==> src/hdl/sar_seq_pkg.sv <==
// shared constants and carrier types for the serial frame sequencer
package sar_seq_pkg;
   localparam int RESULT_BITS = 12;
   localparam int CYCLES_PER_CONV = 16;
   localparam int LEAD_ZEROS = 4;
   localparam int ACQ_CYCLES = 3;
   localparam logic [3:0] EDGE_CNT_RESET = 4'h0;
   localparam logic [3:0] EDGE_CNT_LAST = 4'hF;
   localparam logic [3:0] EDGE_CNT_FIRST_DATA = 4'h4;
   localparam logic [3:0] EDGE_CNT_CONV_START = 4'h3;
   localparam logic [11:0] CODE_POS_FULL = 12'h7FF;
   localparam logic [11:0] CODE_NEG_FULL = 12'h800;

   typedef enum logic [1:0] {
      ST_IDLE = 2'b00,
      ST_ACQ = 2'b01,
      ST_CONV = 2'b10
   } phase_t;

   // synchronised link pins and their edge events
   typedef struct packed {
      logic sel_low;
      logic clk_level;
      logic sel_fall;
      logic sel_rise;
      logic clk_fall;
      logic clk_rise;
   } link_ev_t;
endpackage

==> src/hdl/link_sync.sv <==
// two-flop synchronisers and edge detection for the serial link pins
`timescale 1ns/1ps
`default_nettype none
module link_sync
   import sar_seq_pkg::*;
(
   input wire logic ref_clk, // sampling clock
   input wire logic reset, // async, active high
   input wire logic clk_en, // freezes state while low
   input wire logic sel_n, // chip select pin, active low
   input wire logic sclk, // serial clock pin
   output link_ev_t ev // synchronised levels and edges
);
   typedef struct packed {
      logic [1:0] sel_meta;
      logic [1:0] clk_meta;
      logic sel_prev;
      logic clk_prev;
   } sync_state_t;

   sync_state_t st;
   sync_state_t next_st;

   always_comb begin
      next_st = st;
      next_st.sel_meta = {st.sel_meta[0], sel_n};
      next_st.clk_meta = {st.clk_meta[0], sclk};
      next_st.sel_prev = st.sel_meta[1];
      next_st.clk_prev = st.clk_meta[1];
   end

   always_ff @(posedge ref_clk or posedge reset) begin
      if (reset) begin
         // reset levels match the parked-high pins, so release shows no false edge
         st <= '{sel_meta: 2'b11, clk_meta: 2'b11, sel_prev: 1'b1, clk_prev: 1'b1};
      end else if (clk_en) begin
         st <= next_st;
      end
   end

   always_comb begin
      ev.sel_low = ~st.sel_meta[1];
      ev.clk_level = st.clk_meta[1];
      ev.sel_fall = st.sel_prev & ~st.sel_meta[1];
      ev.sel_rise = ~st.sel_prev & st.sel_meta[1];
      ev.clk_fall = st.clk_prev & ~st.clk_meta[1];
      ev.clk_rise = ~st.clk_prev & st.clk_meta[1];
   end
endmodule
`default_nettype wire

==> src/hdl/sar_adc_serial_frame_sequencer.sv <==
// serial frame sequencer for a 12-bit differential sar converter
`timescale 1ns/1ps
`default_nettype none
module sar_adc_serial_frame_sequencer
   import sar_seq_pkg::*;
#(
   parameter int WIDTH = RESULT_BITS // result width
) (
   input wire logic ref_clk, // 25 MHz block clock
   input wire logic reset, // async, active high
   input wire logic clk_en, // freezes state while low
   input wire logic sel_n, // chip select pin, active low
   input wire logic sclk, // serial clock pin from host
   input wire logic [WIDTH-1:0] sample_code, // comparator result of the analog array
   output logic dout_o, // serial output value
   output logic dout_oe, // serial output enable, high drives
   output logic array_track, // high while array follows the inputs
   output logic sample_take, // pulse: hold the input on the array
   output logic [1:0] phase // current phase
);
   // ************************************************************
   // state
   // ************************************************************
   typedef struct packed {
      phase_t ph;
      logic [3:0] fall_cnt;
      logic [WIDTH-1:0] held;
      logic dout;
      logic oe;
      logic track;
      logic take;
      logic armed;
   } seq_state_t;

   seq_state_t st;
   seq_state_t next_st;
   link_ev_t ev;

   // pin edges reach the state three block clocks late, so each serial clock
   // half period must span at least three block clocks
   link_sync u_sync (
      .ref_clk(ref_clk),
      .reset(reset),
      .clk_en(clk_en),
      .sel_n(sel_n),
      .sclk(sclk),
      .ev(ev)
   );

   // msb-first bit for a given falling edge count after the leading zeros
   function automatic logic result_bit(input logic [WIDTH-1:0] code, input logic [3:0] cnt);
      logic [3:0] idx;
      idx = 4'(cnt - EDGE_CNT_FIRST_DATA);
      result_bit = code[WIDTH-1-int'(idx)];
   endfunction

   // ************************************************************
   // sequencing
   // ************************************************************
   always_comb begin
      next_st = st;
      next_st.take = 1'b0;
      if (!ev.sel_low) begin
         // select high: abort any conversion and float the output
         next_st.ph = ST_IDLE;
         next_st.oe = 1'b0;
         next_st.dout = 1'b0;
         next_st.fall_cnt = EDGE_CNT_RESET;
         next_st.track = 1'b1;
         next_st.armed = 1'b0;
      end else if (ev.sel_fall) begin
         next_st.oe = 1'b1;
         next_st.dout = 1'b0;
         next_st.fall_cnt = EDGE_CNT_RESET;
         if (!ev.clk_level || ev.clk_fall) begin
            // clock already low or falling together: this is fall one
            next_st.ph = ST_ACQ;
            next_st.fall_cnt = 4'h1;
            next_st.armed = 1'b1;
         end else begin
            next_st.ph = ST_IDLE;
            next_st.armed = 1'b1;
         end
      end else if (ev.clk_fall && st.armed) begin
         // while select stays low, dout changes only here, on a clock fall
         if (st.ph == ST_IDLE || st.fall_cnt == EDGE_CNT_RESET) begin
            next_st.ph = ST_ACQ;
            next_st.fall_cnt = 4'h1;
            next_st.track = 1'b1;
            next_st.dout = 1'b0;
         end else begin
            next_st.fall_cnt = 4'(st.fall_cnt + 4'h1); // wraps to zero at sixteen
            if (st.fall_cnt == EDGE_CNT_CONV_START) begin
               // fourth fall: hold input, isolate array, start converting
               next_st.ph = ST_CONV;
               next_st.held = sample_code;
               next_st.take = 1'b1;
               next_st.track = 1'b0;
               next_st.dout = 1'b0;
            end else if (st.fall_cnt >= EDGE_CNT_FIRST_DATA) begin
               next_st.dout = result_bit(st.held, st.fall_cnt);
            end else begin
               next_st.dout = 1'b0;
            end
            if (st.fall_cnt == EDGE_CNT_LAST) begin
               // sixteenth fall: lsb out, next fall starts a new acquisition
               next_st.fall_cnt = EDGE_CNT_RESET;
            end
         end
      end
   end

   always_ff @(posedge ref_clk or posedge reset) begin
      if (reset) begin
         st <= '{ph: ST_IDLE, fall_cnt: EDGE_CNT_RESET, held: '0, dout: 1'b0,
                 oe: 1'b0, track: 1'b1, take: 1'b0, armed: 1'b0};
      end else if (clk_en) begin
         st <= next_st;
      end
   end

   always_comb begin
      dout_o = st.dout;
      dout_oe = st.oe;
      array_track = st.track;
      sample_take = st.take;
      phase = st.ph;
   end

   // ************************************************************
   // checks
   // ************************************************************
   chk_float_when_high: assert property (@(posedge ref_clk) disable iff (reset)
      (clk_en && !ev.sel_low) |=> !dout_oe)
      else $error("output driven while select high");
   chk_drive_after_fall: assert property (@(posedge ref_clk) disable iff (reset)
      (clk_en && ev.sel_fall) |=> dout_oe)
      else $error("output not enabled after select fall");
   chk_zeros_lead: assert property (@(posedge ref_clk) disable iff (reset)
      (clk_en && ev.sel_low && !ev.sel_fall && ev.clk_fall && st.armed
       && st.ph != ST_IDLE && st.fall_cnt inside {4'h1, 4'h2, 4'h3}) |=> !dout_o)
      else $error("leading zero not driven");
   chk_hold_at_four: assert property (@(posedge ref_clk) disable iff (reset)
      sample_take |-> (!array_track && phase == ST_CONV && st.fall_cnt == 4'h4))
      else $error("input held at wrong position");
   chk_out_stable: assert property (@(posedge ref_clk) disable iff (reset)
      (clk_en && ev.sel_low && !ev.sel_fall && !ev.clk_fall) |=> $stable(dout_o))
      else $error("output changed without a clock fall");
   chk_isolate_conv: assert property (@(posedge ref_clk) disable iff (reset)
      (phase == ST_CONV) |-> !array_track)
      else $error("array tracking during conversion");
   chk_msb_first: assert property (@(posedge ref_clk) disable iff (reset)
      (clk_en && ev.sel_low && !ev.sel_fall && ev.clk_fall && st.armed
       && st.ph == ST_CONV && st.fall_cnt == 4'h4) |=> dout_o == st.held[WIDTH-1])
      else $error("msb not first result bit");
   chk_wrap_reacq: assert property (@(posedge ref_clk) disable iff (reset)
      (clk_en && ev.sel_low && !ev.sel_fall && ev.clk_fall && st.armed
       && st.ph == ST_CONV && st.fall_cnt == EDGE_CNT_RESET) |=> (phase == ST_ACQ))
      else $error("no reacquisition after sixteen cycles");
   chk_cs_low_acq: assert property (@(posedge ref_clk) disable iff (reset)
      (clk_en && ev.sel_fall && !ev.clk_level) |=> (phase == ST_ACQ && st.fall_cnt == 4'h1))
      else $error("select fall with clock low not counted as fall one");

   // ************************************************************
   // phase and counter checks
   // ************************************************************
   chk_take_single: assert property (@(posedge ref_clk) disable iff (reset)
      (clk_en && sample_take) |=> !sample_take)
      else $error("hold pulse longer than one cycle");
   chk_idle_on_rise: assert property (@(posedge ref_clk) disable iff (reset)
      (clk_en && !ev.sel_low) |=> (phase == ST_IDLE && array_track))
      else $error("no abort while select high");
   chk_wait_first_fall: assert property (@(posedge ref_clk) disable iff (reset)
      (clk_en && ev.sel_fall && ev.clk_level)
      |=> (phase == ST_IDLE && st.fall_cnt == EDGE_CNT_RESET && dout_oe))
      else $error("select fall with clock high did not wait for a clock fall");
   chk_first_fall_acq: assert property (@(posedge ref_clk) disable iff (reset)
      (clk_en && ev.sel_low && !ev.sel_fall && ev.clk_fall && st.armed && st.ph == ST_IDLE)
      |=> (phase == ST_ACQ && st.fall_cnt == 4'h1))
      else $error("no acquisition at first clock fall");
   chk_joint_fall: assert property (@(posedge ref_clk) disable iff (reset)
      (clk_en && ev.sel_fall && ev.clk_fall) |=> (phase == ST_ACQ && st.fall_cnt == 4'h1))
      else $error("joint select and clock fall not taken as acquisition");
   chk_conv_at_four: assert property (@(posedge ref_clk) disable iff (reset)
      (clk_en && ev.sel_low && !ev.sel_fall && ev.clk_fall && st.armed
       && st.ph == ST_ACQ && st.fall_cnt == EDGE_CNT_CONV_START)
      |=> (phase == ST_CONV && sample_take && !array_track))
      else $error("conversion not started at fourth fall");
   chk_lsb_last: assert property (@(posedge ref_clk) disable iff (reset)
      (clk_en && ev.sel_low && !ev.sel_fall && ev.clk_fall && st.armed
       && st.ph == ST_CONV && st.fall_cnt == EDGE_CNT_LAST)
      |=> (dout_o == st.held[0] && st.fall_cnt == EDGE_CNT_RESET))
      else $error("lsb not on sixteenth fall");
   chk_acq_count: assert property (@(posedge ref_clk) disable iff (reset)
      (phase == ST_ACQ) |-> (st.fall_cnt inside {4'h1, 4'h2, 4'h3}))
      else $error("acquisition outside falls one to three");
   chk_conv_count: assert property (@(posedge ref_clk) disable iff (reset)
      (phase == ST_CONV)
      |-> (st.fall_cnt >= EDGE_CNT_FIRST_DATA || st.fall_cnt == EDGE_CNT_RESET))
      else $error("conversion outside falls four to sixteen");
   chk_held_conv: assert property (@(posedge ref_clk) disable iff (reset)
      (phase == ST_CONV && !sample_take) |-> $stable(st.held))
      else $error("held result changed during conversion");
   chk_oe_frame: assert property (@(posedge ref_clk) disable iff (reset)
      (phase != ST_IDLE) |-> dout_oe)
      else $error("output floating inside a frame");
endmodule
`default_nettype wire

==> config.mk <==
export PLATFORM = sky130hd
export DESIGN_NAME = sar_adc_serial_frame_sequencer
export DESIGN_NICKNAME = d
export VERILOG_FILES = /design/src/hdl/sar_seq_pkg.sv /design/src/hdl/link_sync.sv /design/src/hdl/sar_adc_serial_frame_sequencer.sv
export SDC_FILE = /design/constraint.sdc
export NUM_CORES = 1
export LEC_CHECK = 0
export BUFFER_PORTS_ARGS = -buffer_cell sky130_fd_sc_hd__buf_2
export CELL_PAD_IN_SITES_DETAIL_PLACEMENT = 1
export CELL_PAD_IN_SITES_GLOBAL_PLACEMENT = 2
export CORE_ASPECT_RATIO = 1.2
export CORE_MARGIN = 1.5
export CORE_UTILIZATION = 39
export CTS_BUF_LIST = sky130_fd_sc_hd__clkbuf_16
export CTS_CLUSTER_DIAMETER = 80
export DETAILED_ROUTE_END_ITERATION = 6
export HOLD_SLACK_MARGIN = 0.02
export PLACE_DENSITY = 0.81
export SKIP_CTS_REPAIR_TIMING = 1
export SYNTH_ARGS = -nofsm -noshare
export SYNTH_HDL_FRONTEND = slang
export SYNTH_SLANG_ARGS = --single-unit
==> constraint.sdc <==
create_clock -name ref_clk -period 3.26 [get_ports ref_clk]
set_input_delay 0.326 -clock ref_clk [delete_from_list [all_inputs] [get_ports ref_clk]]
set_output_delay 0.326 -clock ref_clk [all_outputs]
set_load 0.05 [all_outputs]
==> reports/summary.json <==
{
  "place": {
    "post-dp-hpwl_um": 2170,
    "place_congestion": 0.731,
    "preCtsSetupSlack_ns": 0.959,
    "total_placed_instance_area_um2": 1550,
    "buffer_ports.inserted": 22
  },
  "floorplanning": {
    "die_x_um": 58.4,
    "placementRows": 24,
    "die_height_um": 69.5,
    "initial_utilization_pct": 40.2,
    "floorplan.core_area_um2": 3570,
    "die_area_um2": 4060,
    "ioPinCount": 23
  },
  "clock_tree": {
    "tritoncts.num_buffers": 3,
    "path_clk_slew_ns": 0.07,
    "ctsRootBufferMaster": "sky130_fd_sc_hd__clkbuf_16",
    "cts_buffer_depth": 2,
    "tritoncts_num_sinks": 28,
    "cts_tree": "yes",
    "insertion_delay_ns": 0.26,
    "h-tree-depth": 1
  },
  "critical_path": {
    "timing.critical_path.cells": "inv_1, ha_1, o2bb2ai_2, nor4_4, mux2_2",
    "critical_path.max_stage_delay_ns": 0.70,
    "cp.arrival_ns": 2.43,
    "crit_slowest_cell": "sky130_fd_sc_hd__nor4_4",
    "required_ns": 3.41,
    "end_kind": "flop",
    "regToRegStartpoint": "st[19]",
    "cp_max_fo": 13,
    "startpoint_type": "flop",
    "crit_path_category": "flop to flop",
    "timing.critical_path.from": "st[19]"
  },
  "synth": {
    "synth.avg_cell_area_um2": 12.2,
    "synth.distinct_cells": 34,
    "synth_top_area_cell": "sky130_fd_sc_hd__dfrtp_1",
    "number_of_flops_mapped_to_enable_cells_by_yosys": 0,
    "netlist_area_um2": 1440,
    "ys.flop_type": "sky130_fd_sc_hd__dfrtp_1",
    "multiplexer_fraction_of_the_synthesized_cell_area_pct": 18.8,
    "synth_fa_ha_area_share_pct": 3.48,
    "postSynthRegisterBits": 28,
    "cells_after_synth": 118,
    "combinational_family_with_the_most_area_after_synthesis": "multiplexers",
    "yosysTopAreaCellShare_pct": 36.6,
    "yosys.area_share.simple_pct": 11.7,
    "synth-compound-area-share_pct": 11.4,
    "share_of_synthesized_registers_carrying_an_async_set_or_reset_pct": 100,
    "synth-xor-area-share_pct": 0,
    "seq_area_frac_synth_pct": 49.3,
    "count_of_warnings_emitted_by_yosys": 0,
    "synthesis.nets": 139,
    "synth.top_cells.by_area": "sky130_fd_sc_hd__dfrtp_1 (37%), sky130_fd_sc_hd__mux2_2 (16%), sky130_fd_sc_hd__dfstp_2 (13%)"
  },
  "final_layout": {
    "area_of_all_placed_cells_without_fillers_um2": 1630,
    "final_nets": 158,
    "fill_cells": 383,
    "n_antenna_cell": 0,
    "syn_to_final_growth_pct": 13.1,
    "layout_cell_share_with_drive_strength_beyond_1_pct": 44.1,
    "post_layout_utilization_of_the_core_pct": 45.5
  },
  "routing": {
    "detail_route.vias_per_cell": 5.51,
    "routed_wl_um": 2910,
    "final_antenna_net_count": 0,
    "first_iter_violations": 8,
    "via_count": 964,
    "drtPass1Iterations": 2,
    "drc_errors": 0,
    "routedWlPerCell_um": 16.6
  },
  "grt": {
    "use_met1_pct": 20.7,
    "global_route.usage.met2_pct": 28.1,
    "gr-usage-met3_pct": 1.68,
    "first_global_vias": 1069,
    "groute.usage.overall_pct": 16.5,
    "grt_antenna_before_repair": 0,
    "grt_busiest_layer": "met2",
    "grt_first_pass_wirelength_um": 5090,
    "grt_max_degree": 29,
    "gr-total-overflow": 0
  },
  "sta": {
    "fin_setup_tns_ns": 0,
    "slew_violations": 0,
    "timing.final.ws_setup_ns": 0.980,
    "clock-skew-final_ns": 0.00196,
    "max_slew_margin_pct": 29.0,
    "period_needed_ns": 2.28,
    "fin_crit_sh_pct": 69.9,
    "grt_setup_unrepaired": "false",
    "timing.final.setup_violations": 0,
    "timing_hold_violations_final": 0,
    "worst-slew-pin-transition_ns": 1.06,
    "max_clock_freq_ghz": 0.439
  },
  "pwr": {
    "power.total_w": 0.000803,
    "max-vdd-ir-drop_mv": 0.346,
    "power.static_leakage_nw": 0.747,
    "power-per-cell-area_nw_per_um2": 494
  },
  "job": {
    "max_cap_viol_count": 0
  },
  "run_status": {
    "outcome": "completed"
  },
  "worst_hold_path": {
    "worstHoldPathType": "primary input to flop",
    "timing.hold.worst.start": "sample_code[10]"
  }
}
[path summary, 6_finish.rpt]
kind                                to  slack [ns]  cells past startpoint
setup / recovery                st[14]        0.98                      5
hold / removal                  st[15]        0.29                      2
setup reg to reg                st[14]        0.98                      5
hold reg to reg            sample_take        0.49                      1
max in group asynchronous       st[16]        2.30                      2
min in group asynchronous        st[7]        0.32                      2
[cells in the mapped netlist, types with 2 or more instances]
master	number
sky130_fd_sc_hd__dfrtp_1	21
sky130_fd_sc_hd__mux2_2	20
sky130_fd_sc_hd__nand2_1	10
sky130_fd_sc_hd__o21ai_0	8
sky130_fd_sc_hd__dfstp_2	7
sky130_fd_sc_hd__inv_1	7
sky130_fd_sc_hd__a21oi_1	5
sky130_fd_sc_hd__nor2_1	5
sky130_fd_sc_hd__buf_2	4
sky130_fd_sc_hd__ha_1	4
sky130_fd_sc_hd__buf_4	2
sky130_fd_sc_hd__mux4_2	2
sky130_fd_sc_hd__o22ai_1	2
[worst max-delay path: cells and delay by family, from the launching register on]
family / cells / cell delay, ns
buffers and inverters: 1 / 0.12
AND/OR/NAND/NOR: 1 / 0.70
multiplexers: 1 / 0.41
flip-flops: 1 / 0.42
adder cells (fa/ha/maj): 1 / 0.31
AO/OA/AOI/OAI: 1 / 0.21
[cells by family after synthesis]
family,Yosys count
DFF,28
and+or+nand+nor,26
AOI/OAI and AO/OA,23
buffers and inverters,15
adders and majority gates,4
muxes,22
[sequential cells by signal (all words and copies together), names as in the netlist, 2 cells and up]
name / count
phase: 2
st: 16
u_sync.next_st: 3
u_sync.st: 2
[stage by stage]
stage,instances,hold WS [ns]
2_1_floorplan,118,0.386
3_3_place_gp,171,0.467
3_5_place_dp,171,0.470
4_1_cts,175,0.294
5_1_grt,175,0.289
6_report,175,0.292
[cells in the final DEF (no fill, tap or decap)]
master	instances
sky130_fd_sc_hd__a21boi_0	1
sky130_fd_sc_hd__nand4_4	1
sky130_fd_sc_hd__clkinv_1	1
sky130_fd_sc_hd__o22ai_1	2
sky130_fd_sc_hd__nor2_1	5
sky130_fd_sc_hd__buf_2	22
sky130_fd_sc_hd__a2111oi_1	1
sky130_fd_sc_hd__or3_1	1
sky130_fd_sc_hd__o31ai_4	1
sky130_fd_sc_hd__and3b_2	1
sky130_fd_sc_hd__dfrtp_1	21
sky130_fd_sc_hd__nor3_1	1
sky130_fd_sc_hd__nand3_1	1
sky130_fd_sc_hd__ha_1	4
sky130_fd_sc_hd__clkbuf_16	3
sky130_fd_sc_hd__nand3b_1	1
sky130_fd_sc_hd__a31oi_1	1
sky130_fd_sc_hd__dfstp_2	7
sky130_fd_sc_hd__o21ai_0	8
sky130_fd_sc_hd__mux2_2	20
sky130_fd_sc_hd__nand4b_1	1
sky130_fd_sc_hd__inv_1	7
sky130_fd_sc_hd__nor4_4	1
sky130_fd_sc_hd__a21oi_1	5
sky130_fd_sc_hd__o41ai_1	1
sky130_fd_sc_hd__nor4_2	1
sky130_fd_sc_hd__o2bb2ai_2	1
sky130_fd_sc_hd__a32o_1	1
sky130_fd_sc_hd__or4_1	1
sky130_fd_sc_hd__nand2_1	10
sky130_fd_sc_hd__a21o_1	1
sky130_fd_sc_hd__nand2b_1	1
sky130_fd_sc_hd__mux4_2	2
[layout make-up]
| type | count | area [µm²] | share of cell area [%] |
|---|---|---|---|
| clock inverter | 1 | 3.75 | 0.231 |
| multi-input combinational | 75 | 652 | 40.1 |
| inverter | 7 | 26.3 | 1.62 |
| tap | 39 | 48.8 | 3.00 |
| clock buffer | 3 | 75.1 | 4.62 |
| sequential | 28 | 709 | 43.6 |
| timing repair buffer | 22 | 110 | 6.77 |
[routing by layer]
metal | wire length [µm] | up-vias | part of all wire [%]
li1 | - | 458 | -
met1 | 1280 | 486 | 44
met2 | 1520 | 16 | 52
met3 | 60 | 4 | 2.1
met4 | 53 | 0 | 1.8
met5 | 0 | - | 0
[report_power, final]
group,switching [W],internal [W],total (W),leakage (nW)
combinational,0.0000693,0.0000431,0.000112,0.345
sequential,0.0000359,0.000376,0.000412,0.363
clock,0.000114,0.000164,0.000278,0.0385
total,0.000219,0.000584,0.000803,0.747
(Power assumes the default switching activity.)
